--- src/psm_defines.svh ---
`ifndef PSM_DEFINES_SVH
`define PSM_DEFINES_SVH

// ----------------------------------------------------------------------------
// Clock and timing
// ----------------------------------------------------------------------------
`define PSM_CLK_HZ          25000000
`define PSM_CYC_PER_MS      (`PSM_CLK_HZ / 1000)
`define PSM_CYC_PER_US      (`PSM_CLK_HZ / 1000000)
`define PSM_START_DELAY_MS  10000
`define PSM_RAMP_MS         120
`define PSM_PG_WARN_US      3000
`define PSM_AUX_LEAD_MS     450
`define PSM_BLINK_HALF_MS   250
`define PSM_CNT_W           28

// ----------------------------------------------------------------------------
// Management bus addressing
// ----------------------------------------------------------------------------
`define PSM_DIR_BIT         0
`define PSM_PREFIX_HI       7
`define PSM_PREFIX_LO       5
`define PSM_SLOT_HI         4
`define PSM_SLOT_LO         1
`define PSM_UNIT_PREFIX     3'h4
`define PSM_BCAST_ADDR7     7'h00
`define PSM_ARA_ADDR7       7'h0C

// ----------------------------------------------------------------------------
// Setpoint
// ----------------------------------------------------------------------------
`define PSM_SETPOINT_W      8
`define PSM_NOMINAL_SETPT   8'h36

`endif

--- src/psm_pkg.sv ---
`default_nettype none

package psm_pkg;

  // Output sequencer, Gray coded along the start-up path
  typedef enum logic [2:0] {
    PSM_OFF  = 3'h0,
    PSM_WAIT = 3'h1,
    PSM_RAMP = 3'h3,
    PSM_ON   = 3'h2,
    PSM_WARN = 3'h6
  } psm_seq_state_t;

endpackage

`default_nettype wire

--- src/psm_addr_if.sv ---
`default_nettype none

interface psm_addr_if;
  logic [7:0] addr_byte;
  logic [3:0] slot_bits;
  logic       hit_unit;
  logic       hit_bcast_write;
  logic       hit_bcast_read;
  logic       hit_ara;

  modport requester (output addr_byte, output slot_bits,
                     input hit_unit, input hit_bcast_write,
                     input hit_bcast_read, input hit_ara);
  modport matcher   (input addr_byte, input slot_bits,
                     output hit_unit, output hit_bcast_write,
                     output hit_bcast_read, output hit_ara);
endinterface

`default_nettype wire

--- src/psm_addr_match.sv ---
`include "psm_defines.svh"
`default_nettype none

module psm_addr_match (
  psm_addr_if.matcher bus
);

  function automatic logic addr7_is(input logic [7:0] b, input logic [6:0] a);
    addr7_is = (b[7:1] == a);
  endfunction

  logic dir_read;

  always_comb begin
    dir_read            = bus.addr_byte[`PSM_DIR_BIT];
    bus.hit_unit        = (bus.addr_byte[`PSM_PREFIX_HI:`PSM_PREFIX_LO] == `PSM_UNIT_PREFIX)
                          && (bus.addr_byte[`PSM_SLOT_HI:`PSM_SLOT_LO] == bus.slot_bits);
    bus.hit_bcast_write = addr7_is(bus.addr_byte, `PSM_BCAST_ADDR7) && !dir_read;
    bus.hit_bcast_read  = addr7_is(bus.addr_byte, `PSM_BCAST_ADDR7) && dir_read;
    bus.hit_ara         = addr7_is(bus.addr_byte, `PSM_ARA_ADDR7) && dir_read;
  end

endmodule

`default_nettype wire

--- src/psm_top.sv ---
`include "psm_defines.svh"
`default_nettype none

module psm_top #(
  parameter int DELAY_CYC = `PSM_CYC_PER_MS * `PSM_START_DELAY_MS,
  parameter int RAMP_CYC  = `PSM_CYC_PER_MS * `PSM_RAMP_MS,
  parameter int PG_CYC    = `PSM_CYC_PER_US * `PSM_PG_WARN_US,
  parameter int LEAD_CYC  = `PSM_CYC_PER_MS * `PSM_AUX_LEAD_MS,
  parameter int BLINK_CYC = `PSM_CYC_PER_MS * `PSM_BLINK_HALF_MS
) (
  // Clock and reset
  input  wire logic                       i_core_clk,
  input  wire logic                       i_reset,
  // Mode and identification pins
  input  wire logic                       i_mode_pin_open,
  input  wire logic                       i_mode_pin_res_ok,
  input  wire logic [1:0]                 i_unit_select_pin,
  input  wire logic [1:0]                 i_rack_select_pin,
  // Received address byte
  input  wire logic [7:0]                 i_addr_byte,
  input  wire logic                       i_addr_valid,
  // Voltage programming
  input  wire logic                       i_vprog_open_or_high,
  input  wire logic [`PSM_SETPOINT_W-1:0] i_vprog_code,
  input  wire logic                       i_fw_vset_valid,
  input  wire logic [`PSM_SETPOINT_W-1:0] i_fw_vset_code,
  // Input supply sense
  input  wire logic                       i_ac_in_regulation,
  input  wire logic                       i_ac_below_80v,
  // Mode and address answers
  output logic                            o_bus_mode,
  output logic                            o_rs485_mode,
  output logic                            o_addr_ack,
  output logic                            o_addr_read,
  output logic                            o_invalid_cmd,
  // Setpoint
  output logic [`PSM_SETPOINT_W-1:0]      o_setpoint_code,
  output logic                            o_fw_vset_owner,
  // Output sequencing
  output logic                            o_auxiliary_supply_output,
  output logic                            o_main_enable,
  output logic                            o_main_ramping,
  output logic                            o_main_in_regulation,
  output logic                            o_power_good_warning,
  output logic                            o_input_led_blink
);

  if (DELAY_CYC < 1 || RAMP_CYC < 1 || PG_CYC < 1 || LEAD_CYC < 1 || BLINK_CYC < 1 ||
      DELAY_CYC + RAMP_CYC >= (1 << `PSM_CNT_W) || LEAD_CYC + RAMP_CYC >= (1 << `PSM_CNT_W) ||
      PG_CYC >= (1 << `PSM_CNT_W) || BLINK_CYC >= (1 << `PSM_CNT_W) ||
      DELAY_CYC + RAMP_CYC < LEAD_CYC) begin : g_bad_params
    $error("psm_top: timing parameters out of range");
  end

  localparam logic [`PSM_CNT_W-1:0] DELAY_LD = `PSM_CNT_W'(DELAY_CYC - 1);
  localparam logic [`PSM_CNT_W-1:0] RAMP_LD  = `PSM_CNT_W'(RAMP_CYC - 1);
  localparam logic [`PSM_CNT_W-1:0] PG_LD    = `PSM_CNT_W'(PG_CYC - 1);
  localparam logic [`PSM_CNT_W-1:0] LEAD_LD  = `PSM_CNT_W'(LEAD_CYC - 1);
  localparam logic [`PSM_CNT_W-1:0] BLINK_LD = `PSM_CNT_W'(BLINK_CYC - 1);

  // --------------------------------------------------------------------------
  // Mode selection and address matching
  // --------------------------------------------------------------------------
  psm_addr_if addr_if ();

  assign addr_if.addr_byte = i_addr_byte;
  assign addr_if.slot_bits = {i_rack_select_pin, i_unit_select_pin};

  psm_addr_match u_match (
    .bus (addr_if.matcher)
  );

  logic bus_mode_q, bus_mode_d, rs485_q, rs485_d;
  logic ack_q, ack_d, read_q, read_d, inval_q, inval_d;

  always_comb begin
    rs485_d    = !i_mode_pin_open && i_mode_pin_res_ok;
    bus_mode_d = !rs485_d;
    ack_d      = bus_mode_q && i_addr_valid &&
                 (addr_if.hit_unit || addr_if.hit_bcast_write || addr_if.hit_ara);
    inval_d    = bus_mode_q && i_addr_valid && addr_if.hit_bcast_read;
    read_d     = i_addr_valid ? i_addr_byte[`PSM_DIR_BIT] : read_q;
  end

  always_ff @(posedge i_core_clk) begin
    if (i_reset) begin
      bus_mode_q <= 1'b1;
      rs485_q    <= 1'b0;
      ack_q      <= 1'b0;
      read_q     <= 1'b0;
      inval_q    <= 1'b0;
    end else begin
      bus_mode_q <= bus_mode_d;
      rs485_q    <= rs485_d;
      ack_q      <= ack_d;
      read_q     <= read_d;
      inval_q    <= inval_d;
    end
  end

  // --------------------------------------------------------------------------
  // Setpoint ownership
  // --------------------------------------------------------------------------
  logic                       owner_q, owner_d;
  logic [`PSM_SETPOINT_W-1:0] setpt_q, setpt_d;

  always_comb begin
    owner_d = owner_q || i_fw_vset_valid;
    if (i_fw_vset_valid) begin
      setpt_d = i_fw_vset_code;
    end else if (owner_q) begin
      setpt_d = setpt_q;
    end else if (i_vprog_open_or_high) begin
      setpt_d = `PSM_NOMINAL_SETPT;
    end else begin
      setpt_d = i_vprog_code;
    end
  end

  always_ff @(posedge i_core_clk) begin
    if (i_reset) begin
      owner_q <= 1'b0;
      setpt_q <= `PSM_NOMINAL_SETPT;
    end else begin
      owner_q <= owner_d;
      setpt_q <= setpt_d;
    end
  end

  // --------------------------------------------------------------------------
  // Output start-up and hold-up sequencer
  // --------------------------------------------------------------------------
  psm_pkg::psm_seq_state_t  st_q, st_d;
  logic [`PSM_CNT_W-1:0]    cnt_q, cnt_d;
  logic                     aux_q, aux_d, men_q, men_d, ramp_q, ramp_d;
  logic                     reg_q, reg_d, pgw_q, pgw_d;
  logic                     cnt_done;

  always_comb begin
    cnt_done = (cnt_q == '0);
    st_d     = st_q;
    cnt_d    = cnt_done ? cnt_q : cnt_q - `PSM_CNT_W'(1);
    unique case (st_q)
      psm_pkg::PSM_OFF: begin
        if (i_ac_in_regulation) begin
          st_d  = psm_pkg::PSM_WAIT;
          cnt_d = bus_mode_q ? DELAY_LD : LEAD_LD;
        end
      end
      psm_pkg::PSM_WAIT: begin
        if (!i_ac_in_regulation) begin
          st_d = psm_pkg::PSM_OFF;
        end else if (cnt_done) begin
          st_d  = psm_pkg::PSM_RAMP;
          cnt_d = RAMP_LD;
        end
      end
      psm_pkg::PSM_RAMP: begin
        if (!i_ac_in_regulation) begin
          st_d  = psm_pkg::PSM_WARN;
          cnt_d = PG_LD;
        end else if (cnt_done) begin
          st_d = psm_pkg::PSM_ON;
        end
      end
      psm_pkg::PSM_ON: begin
        if (!i_ac_in_regulation) begin
          st_d  = psm_pkg::PSM_WARN;
          cnt_d = PG_LD;
        end
      end
      psm_pkg::PSM_WARN: begin
        if (cnt_done) begin
          st_d = psm_pkg::PSM_OFF;
        end
      end
      default: begin
        st_d  = psm_pkg::PSM_OFF;
        cnt_d = '0;
      end
    endcase
    aux_d  = (st_d != psm_pkg::PSM_OFF);
    men_d  = (st_d == psm_pkg::PSM_RAMP) || (st_d == psm_pkg::PSM_ON) ||
             (st_d == psm_pkg::PSM_WARN);
    ramp_d = (st_d == psm_pkg::PSM_RAMP);
    reg_d  = (st_d == psm_pkg::PSM_ON);
    pgw_d  = (st_d == psm_pkg::PSM_WARN);
  end

  always_ff @(posedge i_core_clk) begin
    if (i_reset) begin
      st_q   <= psm_pkg::PSM_OFF;
      cnt_q  <= '0;
      aux_q  <= 1'b0;
      men_q  <= 1'b0;
      ramp_q <= 1'b0;
      reg_q  <= 1'b0;
      pgw_q  <= 1'b0;
    end else begin
      st_q   <= st_d;
      cnt_q  <= cnt_d;
      aux_q  <= aux_d;
      men_q  <= men_d;
      ramp_q <= ramp_d;
      reg_q  <= reg_d;
      pgw_q  <= pgw_d;
    end
  end

  // --------------------------------------------------------------------------
  // Input LED blink
  // --------------------------------------------------------------------------
  logic [`PSM_CNT_W-1:0] blk_cnt_q, blk_cnt_d;
  logic                  led_q, led_d;

  always_comb begin
    blk_cnt_d = BLINK_LD;
    led_d     = 1'b0;
    if (i_ac_below_80v) begin
      blk_cnt_d = (blk_cnt_q == '0) ? BLINK_LD : blk_cnt_q - `PSM_CNT_W'(1);
      led_d     = (blk_cnt_q == '0) ? !led_q : led_q;
    end
  end

  always_ff @(posedge i_core_clk) begin
    if (i_reset) begin
      blk_cnt_q <= '0;
      led_q     <= 1'b0;
    end else begin
      blk_cnt_q <= blk_cnt_d;
      led_q     <= led_d;
    end
  end

  // --------------------------------------------------------------------------
  // Outputs
  // --------------------------------------------------------------------------
  assign o_bus_mode                = bus_mode_q;
  assign o_rs485_mode              = rs485_q;
  assign o_addr_ack                = ack_q;
  assign o_addr_read               = read_q;
  assign o_invalid_cmd             = inval_q;
  assign o_setpoint_code           = setpt_q;
  assign o_fw_vset_owner           = owner_q;
  assign o_auxiliary_supply_output = aux_q;
  assign o_main_enable             = men_q;
  assign o_main_ramping            = ramp_q;
  assign o_main_in_regulation      = reg_q;
  assign o_power_good_warning      = pgw_q;
  assign o_input_led_blink         = led_q;

  // --------------------------------------------------------------------------
  // Assertions
  // --------------------------------------------------------------------------
  // Aux on-time for lead check
  logic [`PSM_CNT_W-1:0] aux_age_q, aux_age_d;

  always_comb begin
    aux_age_d = aux_q ? aux_age_q + `PSM_CNT_W'(1) : '0;
  end

  always_ff @(posedge i_core_clk) begin
    if (i_reset) begin
      aux_age_q <= '0;
    end else begin
      aux_age_q <= aux_age_d;
    end
  end
endmodule

`default_nettype wire

--- config.mk ---
export PLATFORM = sky130hd
export DESIGN_NAME = psm_top
export DESIGN_NICKNAME = d
export VERILOG_FILES = /design/src/psm_pkg.sv /design/src/psm_addr_if.sv /design/src/psm_addr_match.sv /design/src/psm_top.sv
export VERILOG_INCLUDE_DIRS = /design/src
export SDC_FILE = /design/constraint.sdc
export NUM_CORES = 1
export LEC_CHECK = 0
export ABC_AREA = 1
export BUFFER_PORTS_ARGS = -buffer_cell sky130_fd_sc_hd__buf_2
export CORE_UTILIZATION = 55
export DETAILED_ROUTE_END_ITERATION = 10
export PLACE_DENSITY = 0.76
export SYNTH_ARGS = -nofsm -noshare
export SYNTH_HDL_FRONTEND = slang
export SYNTH_SLANG_ARGS = --single-unit
--- constraint.sdc ---
create_clock -name i_core_clk -period 3.07 [get_ports i_core_clk]
set_input_delay 0.4605 -clock i_core_clk [delete_from_list [all_inputs] [get_ports i_core_clk]]
set_output_delay 0.4605 -clock i_core_clk [all_outputs]
set_load 0.05 [all_outputs]
# Word level (Yosys, flattened, before mapping)
# Cells that the tools add are included.
[totals]
out_inout_bits = 20
word_cells = 76
regBits = 79
inputBits = 37
[classes]
n_mux = 20
bitwise = 1
eq_ne = 11
n_reduce_logical = 25
addsub = 2
[op_table]
columns = ["operator", "n"]
rows = [
  ["$mux W28", 6],
  ["$pmux W28 S4", 1],
  ["$logic_not A28 Y1", 2],
  ["$sub A28 B1 Y28 const B", 2],
  ["$mux W23", 2],
  ["$mux W8", 3],
  ["$mux W3", 7],
  ["$pmux W3 S5", 1],
  ["$eq A3 B2 Y1 const B", 4],
  ["$eq A3 B3 Y1 const B", 3],
  ["$logic_and A1 B1 Y1", 8],
  ["$eq A7 B4 Y1 const B", 1],
  ["$logic_not A7 Y1", 1],
  ["$logic_or A1 B1 Y1", 5],
  ["$eq A4 B4 Y1", 1],
  ["$logic_not A1 Y1", 4],
  ["$reduce_or A2 Y1", 2],
  ["$eq A3 B1 Y1 const B", 1],
  ["$logic_not A3 Y1", 1],
  ["$reduce_bool A3 Y1", 1],
  ["$reduce_or A3 Y1", 1],
  ["$ne A2 B2 Y1 const B", 1],
  ["$not A1 Y1", 1],
]

# Logic depth before layout (Yosys ltp)
# Gate-level depths: netlist of run 1.
[logic_depth]
word_depth = 7
depth_mapped = 13
depth_no_buf = 13

# Modules after synthesis
# A second synthesis of run 1 with hierarchy kept.
[unflattened]
cells_unflattened = 708
hier_area_um2 = 4644.5
[by_module_without_submodules]
columns = ["mod", "n_inst", "cells_per_inst", "area_per_inst_um2", "seq_area_each_um2"]
rows = [
  ["psm_top", 1, 682, 4526.8, 1581.5],
  ["psm_addr_match", 1, 26, 117.6, 0.0],
]

# Least setup slack after synthesis of run 1
# OpenSTA, ideal clock, no wires.
[synth_path]
path_type = "reg-to-reg"
from = "reg cnt_q[0]"
to = "reg cnt_q[0]"
stages_incl_launch_ff = 13
setup_ns = 0.109
required_time_ns = 2.961
arrival_ns = 1.722
synth_period_minus_slack_ns = 1.831
path_slack_ns = 1.239
path_buffers = 0
cell_sequence = "dfxtp_1 -> inv_1 -> ha_1 -> nand2_1 -> nor2_1 -> nand2_1 -> nor2_1 -> nand2_2 -> ha_1 -> o211ai_1 -> nand2_1 -> nand2_1 -> inv_1"
[synth_between]
elab_chain_cells = 5
elab_cells_between_ends = 8
cone_classes = "add/sub: 1; mux: 6; reduce/logical: 1"
[synth_rtl]
columns = ["item", "line_no", "source"]
rows = [
  ["start: declaration", "psm_top.sv:134", "logic [`PSM_CNT_W-1:0] cnt_q, cnt_d;"],
  ["start signal: assignment", "psm_top.sv:201", "cnt_q <= cnt_d;"],
  ["$sub A28 B1 Y28 / $logic_not A28 Y1 (equally long branches)", "psm_top.sv:142, psm_top.sv:140", ""],
  ["$mux W28", "psm_top.sv:142", "cnt_d = cnt_done ? cnt_q : cnt_q - `PSM_CNT_W'(1);"],
  ["$mux W28", "psm_top.sv:153", "end else if (cnt_done) begin"],
  ["$mux W28", "psm_top.sv:151", "if (!i_ac_in_regulation) begin"],
  ["$pmux W28 S4 *", "psm_top.sv:143", "unique case (st_q)"],
]
# Every way passes the cells marked *; elsewhere a longest branch is shown, timed or not.
# A chain may end at the register's enable or synchronous reset.

# Final worst setup path of run 1
# Same ends and word-level chain as after synthesis.

==> impl_metrics.ini, run 1 <==
[detailed_routing]
ant_nets = 0
avgRoutedWirePerCell_um = 13.3
drtPass1Iterations = 5
wirelength_mm = 11.7
via_per_inst = 5.33
vias = 4696
drt_iter0_drc = 362
remaining_drc_errors = 0

[clock_network]
clk_latency_ns = 0.36
cts_root_buf = clkbuf_8
holdBufCountCts = 0
h-tree-depth = 3
clk_pin_slew_ns = 0.09
cts_resized = 0
postCtsSetupRepairBufs = 0
cts_buffers = 9
cts_tree = built
cts.sinks = 79
cts_max_path_buffers = 2

[sta]
fin_crit_sh = 0.704
fin_crit_ns = 2.16
finalHoldViolations = 0
finalSetupTns_ns = 0
worst_pin_slew_ns = 0.668
finClkSkew_ns = 0.0107
clock.fmax_mhz = 463
relSlewSlack = 0.554
grt_setup_unrepaired = false
final_max_slew_viol_count = 0
setup_violations = 0

[synth]
synth_edf_count = 0
synth_cells = 713
yosysUniqueCellTypes = 42
ys_ff_latch = 79
synth_area_per_cell_um2 = 6.63
yosys_warnings = 0
ys.flop_type = dfxtp_1
syn_area_um2 = 4720
syn_nets = 754
yosysSeqAreaShare = 0.335
async_flop_share = 0

[floorplan]
dieArea_um2 = 8960
rows = 33
die_w_um = 94.7
core_um2 = 8260
die_h_um = 94.7
initial_core_util = 0.572
ios = 57

[placed_design]
post_dp_cell_area_um2 = 5090
portBuffers = 56
placedCellCount = 865
gp_congestion = 0.993
hpwl_mm = 9.16

[worst_setup_path]
crit_start = cnt_q[0]
path_class = register to register
start_kind = register
required_ns = 3.33
reg2reg_depth = 12
critPathMaxFanout = 6
arrival_ns = 2.42
r2r_start = cnt_q[0]
end_kind = register

[layout]
final_common_cell = nand2_1
diodes = 0
drive_above_1_share = 0.201
nets = 812
area_delta_synth_final_pct = 12.1
final_cell_mix = nand2_1 (154), nor2_1 (102), inv_1 (88), dfxtp_1 (79), buf_2 (56)
final_area_um2 = 5300
stdcell_count = 881

[pwr]
p_leak_nw = 2.54
power_mw = 2.64
p_per_area_nw_per_um2 = 498
ir_worst_vdd_v = 0.000333

[global_routing]
antenna_found_initial = 0
grt_max_degree = 28
grt-ovfl-total = 0
grt_pass1_wl_mm = 19.4
first_global_vias = 4354
global_route.usage.total = 0.279

[worst_hold_path]
hold_path_class = input port to register
hp-start = i_mode_pin_open
min_path_cells = 2

[run]
drv_cap = 0

[outcome]
status = finished, final reports clean
worst max-delay path, stage by stage, from the launching register on:
cell	delay, ns
dfxtp_1	0.33
inv_1	0.18
ha_1	0.23
nand2_1	0.06
nor2_1	0.11
nand2_1	0.06
nor2_1	0.26
nand2_2	0.15
ha_1	0.31
o21ai_0	0.19
nand2_1	0.08
nand2_1	0.06
inv_1	0.04
per-stage QoR:
step,setup slack (ns),hold WS [ns],utilization
6_report,0.909,0.270,0.642
5_1_grt,0.740,0.262,0.642
4_1_cts,0.966,0.262,0.642
3_5_place_dp,0.983,0.468,0.616
3_3_place_gp,1.09,0.455,0.616
2_1_floorplan,1.24,0.449,-
synthesized netlist by cell type (all sizes together), types with 2 or more instances:
library cell / instances / area [µm²]
a21oi: 39 / 206
a31oi: 5 / 31.3
buf: 6 / 41.3
clkbuf: 4 / 15.0
dfxtp: 79 / 1580
ha: 4 / 50.1
inv: 100 / 375
nand2: 171 / 684
nand3: 60 / 345
nand3b: 2 / 18.8
nand4: 17 / 106
nor2: 138 / 682
nor3: 15 / 91.3
nor3b: 2 / 15.0
o21ai: 28 / 140
o21bai: 6 / 45.0
or2: 6 / 37.5
xnor2: 11 / 96.3
xor2: 13 / 114
layout make-up:
cell class / instances / area [µm²]
Timing Repair Buffer: 57 / 288
Fill cell: 761 / 2960
Sequential cell: 79 / 1580
Inverter: 101 / 380
Tap cell: 105 / 131
Clock buffer: 9 / 124
Clock inverter: 7 / 86.3
Multi-Input combinational cell: 523 / 2710
kinds of logic (layout without fill, tap and decap cells):
kind of cell / after synthesis / count (layout) / synth area share
simple gates: 414 / 414 / 0.423
buf+inv: 111 / 174 / 0.0924
compound gates: 81 / 81 / 0.0945
flops: 79 / 79 / 0.335
xor+xnor: 24 / 24 / 0.0445
fa+ha+maj: 4 / 4 / 0.0106
path summary, 6_finish.rpt:
| kind | endpoint | slack (ns) |
|---|---|---|
| setup / recovery | cnt_q[0] | 0.91 |
| hold / removal | o_rs485_mode | 0.27 |
| setup reg to reg | cnt_q[0] | 0.91 |
| hold reg to reg | o_setpoint_code[4] | 0.49 |
power breakdown:
group	switching, mW	internal (mW)	total, mW	leakage [nW]
Combinational	0.443	0.216	0.659	1.79
Sequential	0.0630	1.09	1.15	0.651
Clock	0.434	0.394	0.828	0.104
registers in the layout, summed over array words and instances, names as in the netlist:
register,cells
o_auxiliary_supply_output,1
o_main_ramping,1
o_bus_mode,1
o_addr_read,1
o_input_led_blink,1
cnt_q,28
o_fw_vset_owner,1
o_invalid_cmd,1
blk_cnt_q,28
o_power_good_warning,1
st_q,3
o_rs485_mode,1
o_main_enable,1
o_main_in_regulation,1
o_setpoint_code,8
o_addr_ack,1
per-layer routing:
| layer | track usage | part of all wire |
|---|---|---|
| met1 | 0.358 | 0.46 |
| met2 | 0.461 | 0.45 |
| met4 | 0.102 | 0.024 |
| met5 | 0 | 0 |
| met3 | 0.0564 | 0.073 |
Power figures use the tool's default switching activity.
==> run 2: changes to the inputs <==
==> constraint.sdc (replaced) <==
create_clock -name i_core_clk -period 2.25 [get_ports i_core_clk]
set_input_delay 0.3375 -clock i_core_clk [delete_from_list [all_inputs] [get_ports i_core_clk]]
set_output_delay 0.3375 -clock i_core_clk [all_outputs]
set_load 0.05 [all_outputs]
==> impl_metrics.ini, run 2 (same netlist as run 1, synthesis figures left out) <==
[layout]
final_common_cell = nand2_1
final_cell_mix = nand2_1 (154), nor2_1 (101), inv_1 (87), dfxtp_1 (79), buf_2 (56)
utilization = 0.644
nets = 814
n_fill_cell = 762
area_delta_synth_final_pct = 12.5
diodes = 0
drive_above_1_share = 0.206

[worst_hold_path]
hold_path_class = input port to register
hp-start = i_mode_pin_open

[placed_design]
gp_congestion = 0.944
portBuffers = 56
hpwl_mm = 9.80
pre_cts_slack_ns = 0.179

[worst_setup_path]
end_kind = register
critPathMaxFanout = 6
r2r_start = cnt_q[0]
crit_start = cnt_q[0]
arrival_ns = 2.28
required_ns = 2.50
start_kind = register
path_class = register to register

[global_routing]
grt_max_degree = 28
antenna_found_initial = 0
first_global_vias = 4313
grt_pass1_wl_mm = 20.2
grt-ovfl-total = 0
global_route.usage.total = 0.293

[clock_network]
cts_resized = 0
holdBufCountCts = 0
postCtsSetupRepairBufs = 0
cts_max_path_buffers = 2
clk_pin_slew_ns = 0.08
cts.sinks = 79
cts_buffers = 9
cts_tree = built
h-tree-depth = 3
cts_root_buf = clkbuf_8
clk_latency_ns = 0.36

[pwr]
ir_worst_vdd_v = 0.000635
p_leak_nw = 2.55
p_per_area_nw_per_um2 = 682

[detailed_routing]
vias = 4742
avgRoutedWirePerCell_um = 14.1
drtPass1Iterations = 5
ant_nets = 0
drt_iter0_drc = 382
wirelength_mm = 12.4
remaining_drc_errors = 0
via_per_inst = 5.37

[sta]
grt_setup_unrepaired = false
fin_crit_sh = 0.903
clock.fmax_mhz = 492
setup_violations = 0
finalSetupTns_ns = 0
fin_crit_ns = 2.03
finalHoldViolations = 0
worst_slack_ns = 0.218
fin_hold_ws_ns = 0.159
finClkSkew_ns = 0.0208
worst_pin_slew_ns = 0.461
final_max_slew_viol_count = 0
relSlewSlack = 0.690

[floorplan]
ios = 57
rows = 33
core_um2 = 8260
dieArea_um2 = 8960
initial_core_util = 0.572
die_w_um = 94.7
die_h_um = 94.7

[outcome]
status = finished, final reports clean

[run]
drv_cap = 0
run 2: cell types whose count changed in the layout (fill, tap and decap cells not counted):
cell	before	now
buf_4	1	3
inv_6	2	3
inv_1	88	87
nor2_2	23	24
clkinv_4	1	0
inv_2	12	13
nor2_1	102	101
run 2: report_power, final:
group	leakage, nW	internal [mW]	switching (mW)
combinational	1.79	0.297	0.614
clock	0.105	0.540	0.601
sequential	0.651	1.49	0.0863
total	2.55	2.32	1.30
run 2: final cells by class:
class,count,area (µm²),share of cell area
Clock buffer,9,124,0.0233
Inverter,101,380,0.0716
Tap cell,105,131,0.0247
Timing Repair Buffer,59,303,0.0570
Clock inverter,7,86.3,0.0162
Multi-Input combinational cell,523,2710,0.510
Sequential cell,79,1580,0.298
run 2: worst max-delay path, stage by stage, from the launching register on:
cell and delay [ns]:
dfxtp_1 0.34, inv_2 0.12, ha_1 0.20, nand2_1 0.06
nor2_1 0.10, nand2_1 0.07, nor2_2 0.17, nand2_2 0.14
ha_1 0.32, o211ai_1 0.22, nand2_1 0.09, nand2_1 0.06
inv_1 0.04
run 2: layer usage:
metal / vias up / routed length (µm) / track usage
met4: 0 / 178 / 0.0758
met3: 17 / 982 / 0.0572
li1: 2391 / - / -
met1: 2142 / 5820 / 0.397
met5: - / 0 / 0
met2: 192 / 5470 / 0.474
run 2: worst paths after layout:
path / end / slack, ns / cells after the start
worst min register to register: o_setpoint_code[2] / 0.48 / 2
worst max-delay path: cnt_q[0] / 0.22 / 12
worst max register to register: cnt_q[0] / 0.22 / 12
worst min-delay path: o_rs485_mode / 0.16 / 2
run 2: per-stage QoR:
stage               instance area [µm²]  power (mW)  instances
floorplan                          4720        2.27        713
global placement                   5100        2.48        867
detailed placement                 5100        2.50        867
CTS                                5310        3.63        883
global route                       5320        3.82        883
finish                             5320        3.63        883
